**src/design/irq_pkg.sv**
```systemverilog
// Functional notes
// - Three internal sources: tick, edge, external unit
// - External lines forwarded as own requests
// - Same level: tick, then external, then edge
// - Line n maps to level n
// - Tick and edge levels programmable, zero disables
// - Levels at or below mask are ignored
// - Level seven always recognized
// - Highest pending level wins
// - External lines active low, level sensitive
// - Level seven needs a falling edge
// - Nonmaskable raise on assertion or mask drop
// - Accept after two consecutive sampled periods
// - Requests stay pending until core takes them
// - Level never latched; higher request overtakes
// - Acknowledge drives code, space type, level
// - Arbitration field resets to highest value
package irq_pkg;
    localparam int NUM_LVL = 7;
    localparam logic [2:0] LVL_NONE = 3'h0;
    localparam logic [2:0] LVL_TOP = 3'h7;
    localparam logic [2:0] MASK_MAX = 3'h7;
    localparam logic [2:0] ACK_FC_CODE = 3'h7;
    localparam logic [3:0] ACK_SPACE_CODE = 4'hF;
    localparam logic [3:0] ARB_RESET = 4'hF;
    // Register byte offsets
    localparam logic [7:0] REG_TICK_CTRL = 8'h00;
    localparam logic [7:0] REG_EDGE_LVL = 8'h04;
    localparam logic [7:0] REG_ARB = 8'h08;
    localparam logic [7:0] REG_STATUS = 8'h0C;
    localparam logic [7:0] REG_IMASK = 8'h10;
    localparam logic [7:0] REG_STATE = 8'h14;
    // Status and mask bit positions
    localparam int ST_TICK = 0;
    localparam int ST_EXT = 1;
    localparam int ST_EDGE = 2;
    localparam int ST_NMI = 3;
    localparam int ST_SPUR = 4;
    localparam int ST_W = 5;
    // State register field positions
    localparam int STATE_LVL_LO = 0;
    localparam int STATE_LVL_HI = 2;
    localparam int STATE_LINE_LO = 8;
    localparam int STATE_LINE_HI = 14;
    localparam int STATE_NMI = 16;
    typedef enum logic [1:0] {SRC_NONE, SRC_TICK, SRC_EXT, SRC_EDGE} src_t;
endpackage

```
**src/design/req_if.sv**
```systemverilog
`timescale 1ns/1ps
interface req_if;
    logic [7:1] ext_valid;
    logic [7:1] lvl_req;
    logic [2:0] mask;
    logic [2:0] top_lvl;
    modport filt (output ext_valid);
    modport arb (input lvl_req, input mask, output top_lvl);
    modport core (input ext_valid, input top_lvl, output lvl_req,
        output mask);
endinterface

```
**src/design/irq_level_ctrl.sv**
```systemverilog
// Local design decisions: the Wishbone interface to the registers and the placing of the registers.
`timescale 1ns/1ps
module irq_level_ctrl (
    // Clock, reset, enable
    input wire logic SYS_CLK,
    input wire logic RST_N,
    input wire logic CE,
    // Wishbone slave
    input wire logic WB_CYC_I,
    input wire logic WB_STB_I,
    input wire logic WB_WE_I,
    input wire logic [7:0] WB_ADR_I,
    input wire logic [3:0] WB_SEL_I,
    input wire logic [31:0] WB_DAT_I,
    output logic [31:0] WB_DAT_O,
    output logic WB_ACK_O,
    output logic INT_O,
    // External request pins, active low
    input wire logic [7:1] EXT_REQ_N,
    // Internal sources
    input wire logic TICK_REQ,
    output logic TICK_ACK,
    input wire logic EDGE_REQ,
    output logic EDGE_ACK,
    // Processor core
    input wire logic [2:0] CPU_MASK,
    output logic [2:0] CPU_LEVEL,
    output logic CPU_NMI,
    input wire logic CPU_ACK_STB,
    input wire logic [2:0] CPU_ACK_LVL,
    // Acknowledge cycle encoding
    output logic [2:0] FUNCTION_CODE_LINES,
    output logic [3:0] ACK_SPACE,
    output logic [2:0] ACK_ADDR_LVL,
    output irq_pkg::src_t ACK_SRC,
    output logic [3:0] ARB_PRIO
);
    import irq_pkg::*;

    req_if rq ();

    logic [2:0] tick_interrupt_control_reg;
    logic [2:0] edge_detect_level_reg;
    logic [3:0] arbitration_priority_field;
    logic [ST_W-1:0] status;
    logic [ST_W-1:0] imask;
    logic nmi_pend;
    logic line7_prev;
    logic [2:0] mask_prev;
    logic top_level_request_line;
    logic nmi_raise;
    logic [7:0] ext_at;
    logic tick_on;
    logic edge_on;
    logic tick_hit;
    logic ext_hit;
    logic edge_hit;
    src_t next_src;
    logic [ST_W-1:0] ev;
    logic wb_req;
    logic wb_wr;
    logic [31:0] next_rdata;

    req_filter u_filter (
        .clk(SYS_CLK),
        .rst_n(RST_N),
        .ce(CE),
        .line_n(EXT_REQ_N),
        .rq(rq.filt)
    );

    level_arbiter u_arb (
        .rq(rq.arb)
    );

    // Request vector per level, from all three sources
    assign top_level_request_line = rq.ext_valid[7];
    assign tick_on = TICK_REQ && (tick_interrupt_control_reg != LVL_NONE);
    assign edge_on = EDGE_REQ && (edge_detect_level_reg != LVL_NONE);
    assign ext_at = {nmi_pend, rq.ext_valid[6:1], 1'b0};

    genvar i;
    generate
        for (i = 1; i <= NUM_LVL; i++) begin : g_req
            localparam logic [2:0] LVL = 3'(i);
            assign rq.lvl_req[i] = ext_at[i]
                | (tick_on && tick_interrupt_control_reg == LVL)
                | (edge_on && edge_detect_level_reg == LVL);
        end
    endgenerate
    assign rq.mask = CPU_MASK;

    // Level 7: raised on a fresh assertion or when the mask leaves 7
    assign nmi_raise = (top_level_request_line && !line7_prev)
        || (top_level_request_line && mask_prev == MASK_MAX
            && CPU_MASK != MASK_MAX);

    always_ff @(posedge SYS_CLK) begin
        if (!RST_N) begin
            line7_prev <= 1'b0;
            mask_prev <= LVL_NONE;
            CPU_NMI <= 1'b0;
        end else if (CE) begin
            line7_prev <= top_level_request_line;
            mask_prev <= CPU_MASK;
            CPU_NMI <= nmi_raise;
        end
    end

    always_ff @(posedge SYS_CLK) begin
        if (!RST_N) begin
            nmi_pend <= 1'b0;
        end else if (CE) begin
            // A new raise beats a same-cycle acknowledge
            if (nmi_raise) begin
                nmi_pend <= 1'b1;
            end else if (CPU_ACK_STB && CPU_ACK_LVL == LVL_TOP
                && next_src == SRC_EXT) begin
                nmi_pend <= 1'b0;
            end
        end
    end

    // Presented level is recomputed each clock while CE is high, held while CE is low
    always_ff @(posedge SYS_CLK) begin
        if (!RST_N) begin
            CPU_LEVEL <= LVL_NONE;
        end else if (CE) begin
            CPU_LEVEL <= rq.top_lvl;
        end
    end

    // Source choice for the acknowledged level
    assign tick_hit = tick_on && tick_interrupt_control_reg == CPU_ACK_LVL;
    assign ext_hit = ext_at[CPU_ACK_LVL];
    assign edge_hit = edge_on && edge_detect_level_reg == CPU_ACK_LVL;

    always_comb begin
        if (tick_hit) begin
            next_src = SRC_TICK;
        end else if (ext_hit) begin
            next_src = SRC_EXT;
        end else if (edge_hit) begin
            next_src = SRC_EDGE;
        end else begin
            next_src = SRC_NONE;
        end
    end

    // Acknowledge cycle outputs; losers stay requested for later
    always_ff @(posedge SYS_CLK) begin
        if (!RST_N) begin
            FUNCTION_CODE_LINES <= LVL_NONE;
            ACK_SPACE <= 4'h0;
            ACK_ADDR_LVL <= LVL_NONE;
            ACK_SRC <= SRC_NONE;
            TICK_ACK <= 1'b0;
            EDGE_ACK <= 1'b0;
        end else if (CE) begin
            TICK_ACK <= CPU_ACK_STB && next_src == SRC_TICK;
            EDGE_ACK <= CPU_ACK_STB && next_src == SRC_EDGE;
            if (CPU_ACK_STB) begin
                FUNCTION_CODE_LINES <= ACK_FC_CODE;
                ACK_SPACE <= ACK_SPACE_CODE;
                ACK_ADDR_LVL <= CPU_ACK_LVL;
                ACK_SRC <= next_src;
            end
        end
    end

    assign ARB_PRIO = arbitration_priority_field;

    // Events for the status register
    always_comb begin
        ev = '0;
        ev[ST_TICK] = CPU_ACK_STB && next_src == SRC_TICK;
        ev[ST_EXT] = CPU_ACK_STB && next_src == SRC_EXT;
        ev[ST_EDGE] = CPU_ACK_STB && next_src == SRC_EDGE;
        ev[ST_NMI] = nmi_raise;
        ev[ST_SPUR] = CPU_ACK_STB && next_src == SRC_NONE;
    end

    // Wishbone: one wait state, every address answered
    assign wb_req = WB_CYC_I && WB_STB_I;
    assign wb_wr = wb_req && WB_WE_I && !WB_ACK_O;

    always_ff @(posedge SYS_CLK) begin
        if (!RST_N) begin
            WB_ACK_O <= 1'b0;
        end else if (CE) begin
            WB_ACK_O <= wb_req && !WB_ACK_O;
        end
    end

    always_ff @(posedge SYS_CLK) begin
        if (!RST_N) begin
            tick_interrupt_control_reg <= LVL_NONE;
            edge_detect_level_reg <= LVL_NONE;
            arbitration_priority_field <= ARB_RESET;
            imask <= '0;
        end else if (CE && wb_wr && WB_SEL_I[0]) begin
            case (WB_ADR_I)
                REG_TICK_CTRL: tick_interrupt_control_reg <= WB_DAT_I[2:0];
                REG_EDGE_LVL: edge_detect_level_reg <= WB_DAT_I[2:0];
                REG_ARB: arbitration_priority_field <= WB_DAT_I[3:0];
                REG_IMASK: imask <= WB_DAT_I[ST_W-1:0];
                default: ;
            endcase
        end
    end

    // Sticky status: write one clears, but a new event wins
    always_ff @(posedge SYS_CLK) begin
        if (!RST_N) begin
            status <= '0;
        end else if (CE) begin
            if (wb_wr && WB_SEL_I[0] && WB_ADR_I == REG_STATUS) begin
                status <= (status & ~WB_DAT_I[ST_W-1:0]) | ev;
            end else begin
                status <= status | ev;
            end
        end
    end

    always_comb begin
        next_rdata = 32'h0000_0000;
        case (WB_ADR_I)
            REG_TICK_CTRL: next_rdata[2:0] = tick_interrupt_control_reg;
            REG_EDGE_LVL: next_rdata[2:0] = edge_detect_level_reg;
            REG_ARB: next_rdata[3:0] = arbitration_priority_field;
            REG_STATUS: next_rdata[ST_W-1:0] = status;
            REG_IMASK: next_rdata[ST_W-1:0] = imask;
            REG_STATE: begin
                next_rdata[STATE_LVL_HI:STATE_LVL_LO] = CPU_LEVEL;
                next_rdata[STATE_LINE_HI:STATE_LINE_LO] = rq.ext_valid;
                next_rdata[STATE_NMI] = nmi_pend;
            end
            default: next_rdata = 32'h0000_0000;
        endcase
    end

    always_ff @(posedge SYS_CLK) begin
        if (!RST_N) begin
            WB_DAT_O <= 32'h0000_0000;
        end else if (CE && wb_req && !WB_ACK_O) begin
            WB_DAT_O <= next_rdata;
        end
    end

    always_ff @(posedge SYS_CLK) begin
        if (!RST_N) begin
            INT_O <= 1'b0;
        end else if (CE) begin
            INT_O <= |(status & imask);
        end
    end
endmodule // irq_level_ctrl

```
**src/design/level_arbiter.sv**
```systemverilog
`timescale 1ns/1ps
module level_arbiter (
    // Requests and mask in, level out
    req_if.arb rq
);
    import irq_pkg::*;
    logic [7:1] pass;

    genvar i;
    generate
        for (i = 1; i <= NUM_LVL; i++) begin : g_lvl
            localparam logic [2:0] LVL = 3'(i);
            assign pass[i] = rq.lvl_req[i] &
                ((LVL > rq.mask) | (LVL == LVL_TOP));
        end
    endgenerate

    always_comb begin
        rq.top_lvl = LVL_NONE;
        for (int l = 1; l <= NUM_LVL; l++) begin
            if (pass[l]) begin
                rq.top_lvl = 3'(l);
            end
        end
    end
endmodule // level_arbiter

```
**src/design/req_filter.sv**
```systemverilog
`timescale 1ns/1ps
module req_filter (
    // Clock and control
    input wire logic clk,
    input wire logic rst_n,
    input wire logic ce,
    // Raw active-low request pins
    input wire logic [7:1] line_n,
    // Filtered requests
    req_if.filt rq
);
    import irq_pkg::*;
    logic [7:1] sync1;
    logic [7:1] sync2;
    logic [7:1] sync3;
    logic [7:1] stable;
    logic [7:1] stable_prev;

    genvar i;
    generate
        for (i = 1; i <= NUM_LVL; i++) begin : g_line
            always_ff @(posedge clk) begin
                if (!rst_n) begin
                    sync1[i] <= 1'b0;
                    sync2[i] <= 1'b0;
                    sync3[i] <= 1'b0;
                    stable[i] <= 1'b0;
                    stable_prev[i] <= 1'b0;
                end else if (ce) begin
                    sync1[i] <= ~line_n[i];
                    sync2[i] <= sync1[i];
                    sync3[i] <= sync2[i];
                    if (sync2[i] == sync3[i]) begin
                        stable[i] <= sync3[i];
                    end
                    stable_prev[i] <= stable[i];
                end
            end
            // Two consecutive asserted periods before the request counts
            assign rq.ext_valid[i] = stable[i] & stable_prev[i];
        end
    endgenerate
endmodule // req_filter

```
**config.mk**
```make
export PLATFORM = sky130hd
export DESIGN_NAME = irq_level_ctrl
export DESIGN_NICKNAME = d
export VERILOG_FILES = /design/src/design/irq_pkg.sv /design/src/design/req_if.sv /design/src/design/irq_level_ctrl.sv /design/src/design/level_arbiter.sv /design/src/design/req_filter.sv
export SDC_FILE = /design/constraint.sdc
export NUM_CORES = 1
export LEC_CHECK = 0
export BUFFER_PORTS_ARGS = -buffer_cell sky130_fd_sc_hd__clkbuf_2
export CORE_AREA = 4 4 97 99
export CTS_CLUSTER_DIAMETER = 200
export DETAILED_ROUTE_END_ITERATION = 10
export DIE_AREA = 0 0 101 103
export GPL_ROUTABILITY_DRIVEN = 0
export PLACE_DENSITY = 0.81
export SLEW_MARGIN = 20
export SYNTH_ARGS = -nofsm -noshare
export SYNTH_HDL_FRONTEND = slang
export SYNTH_HIERARCHICAL = 1
export SYNTH_SLANG_ARGS = --single-unit
```
**constraint.sdc**
```tcl
create_clock -name SYS_CLK -period 2 [get_ports SYS_CLK]
set_input_delay 0.1 -clock SYS_CLK [delete_from_list [all_inputs] [get_ports SYS_CLK]]
set_output_delay 0.1 -clock SYS_CLK [all_outputs]
set_load 0.02 [all_outputs]
```
==> metrics.yaml <==
final_max_slew_viol_count: 0
fp.dieW_um: 101
crit_family: "compound AO/OA/AOI/OAI gates"
worstSkewPairLatency_ps: 360
grt_start_max_net_pins: 41
grt_pass1_wl_um: 15880
num-fill-cells: 767
syn_area_um2: 4382
first_global_vias: 3423
io_pins: 122
fin_nets: 609
synth_edf_count: 0
fin_crit_ps: 1845
finalCritPeriodShare_pct: 92.25
largest_register_ffs: 13
area_growth_pct: 13.65
regMostFlops: "WB_DAT_O"
synth.avg_cell_area_um2: 9.303
wl_met3_um: 723
async_flop_share_pct: 0
avgRoutedWirePerCell_um: 15.20
dieArea_um2: 10400
tightest_slew_ps: 623.1
highest_layer: "met4"
status: "complete, no violations"
critPathRequiredTime_ps: 2300
critPathBufInv: 0
worstPathArrival_ps: 2140
worstPathCellList: "and2_1, nor2_1, o21ai_1, nand2b_4, a211o_1, o311ai_2, mux2i_1, nor2b_1"
die_h_um: 103
clkSinkCount: 87
diodes: 0
critPathMaxFanout: 4
power.density_nw_per_um2: 660.8
clk_pin_slew_ps: 90
dp_slack_ps: 95.67
viasPerCell: 5.508
num_rows: 34
htreeDepth: 3
dr_wl_met2_um: 4895
max_slew_margin_pct: 58.46
ant_nets: 0
cp_slowest_cell: "dfxtp_1"
hold_path.class: "input port to register"
m1WireLength_um: 4207
maxCapViolCount: 0
cts_setup_buffers: 0
vias: 3613
whs_ps: 52.79
seqCellArea_um2: 1742
fin_ws_ps: 155.0
antenna_found_initial: 0
hpwl_um: 7209
synthTopCellsByArea: "dfxtp_1, mux2i_1, nor2b_1, buf_4, nor2_1"
clockBufferDepth: 2
start_util_pct: 51.24
syn_inst: 471
numCtsBuffers: 9
dr.pass1.iters: 5
fin_skew_ps: 12.09
tns_ps: 0
synth.distinct_cells: 58
ys.flop_type: "dfxtp_1"
synth_top_area_cell: "dfxtp_1"
drive_gt1_share_pct: 24.82
ys_seq_area_share_pct: 39.75
most-common-layout-cells: "dfxtp_1, clkbuf_2, nor2_1, mux2i_1"
p_leak_nw: 1.991
multi_input_area_um2: 2308
max_freq_mhz: 542.0
root_buffer: "clkbuf_8"
synth_top_area_share_pct: 39.75
cp-start-kind: "register"
drc: 0
yosys_warnings: 6
rsz0062_at_grt: "false"
port_buffers: 72
cts_tree: "built"
core_um2: 8551
worst_setup_path_end_kind: "register"
wl_um: 9970
peakVddDrop_mv: 0.5048
grt_usage_pct: 19.02
slowest_delay_ps: 390
grt_overflow: 0
hold_viol: 0
crit_type: "register to register"
setup_viol: 0
layout_commonest_cell: "dfxtp_1"
drtIter0Drc: 189
synth-seq-cells: 87
-- cell type report --
cell class,instances,area share (%)
sequential,87,34.97
tap,108,2.714
multi-input combinational,337,46.36
inverter,13,1.080
clock inverter,6,1.005
clock buffer,10,2.764
timing repair buffer,95,11.11
-- synthesized netlist by cell type (all sizes together) (3+ instances only) --
| cell type | n |
|---|---|
| mux4 | 3 |
| a211oi | 7 |
| o22ai | 3 |
| a31o | 3 |
| nand2b | 11 |
| o32ai | 7 |
| nand3b | 3 |
| buf | 36 |
| nor2b | 36 |
| and2 | 9 |
| nand2 | 36 |
| nor3b | 3 |
| a22oi | 14 |
| nor2 | 48 |
| mux2i | 42 |
| o21ai | 15 |
| a31oi | 4 |
| nand3 | 9 |
| a21boi | 14 |
| dfxtp | 87 |
| nor3 | 4 |
| inv | 13 |
| a21oi | 12 |
| clkbuf | 16 |
-- report_power, final --
part           internal, mW  leakage (nW)  switching [mW]
Sequential             1.76         0.705          0.0227
Combinational         0.130          1.20           0.218
Clock                 0.500        0.0899           0.656
Total                  2.39          1.99           0.897
-- worst reg2reg max path: stages (launching register included) --
cell and delay (ps):
dfxtp_1 390, and2_1 210, nor2_1 80, o21ai_1 210, nand2b_4 70, a211o_1 330
o311ai_2 260, mux2i_1 110, nor2b_1 130
-- worst paths after layout --
check             cells after the start                            start  slack, ps                         endpoint
setup / recovery                      8  u_filter/stable[3]$_SDFFE_PN0P_        160        CPU_LEVEL[0]$_SDFFE_PN0P_
hold / removal                        3                      WB_DAT_I[4]         50            imask[4]$_SDFFE_PN0P_
setup reg to reg                      8  u_filter/stable[3]$_SDFFE_PN0P_        160        CPU_LEVEL[0]$_SDFFE_PN0P_
hold reg to reg                       2   u_filter/sync3[6]$_SDFFE_PN0P_        470  u_filter/stable[6]$_SDFFE_PN0P_
-- per-stage QoR --
stage,area [um2],power [mW],std cells,utilization (%)
floorplan,4449,2.108,489,-
global placement,4700,2.144,632,54.96
detailed placement,4700,2.157,632,54.96
CTS,4967,3.317,656,58.09
global route,4980,3.424,656,58.24
finish,4980,3.291,656,58.24
-- what timing repair did --
item,4_1_cts,5_1_grt
endpoints found under the setup margin,0,3
endpoints found under the hold margin,8,0
hold buffers,8,0
gates resized for setup,0,4
-- kinds of logic after synthesis --
kind of cell	count (synthesis)	synth area share (%)
other	1	0.08558
buffers and inverters	65	9.394
muxes	47	11.65
AOI/OAI and AO/OA	94	17.02
and+or+nand+nor	173	21.30
DFF	87	39.75
xor gates and xnor gates	4	0.7997
-- metal layers --
metal / GRT usage (%) / up-vias
met5: 0 / -
met4: 7.669 / 0
met3: 3.383 / 13
met2: 33.32 / 139
met1: 23.16 / 1718
li1: - / 1743
Note: power is estimated with default switching activity, not from simulation.
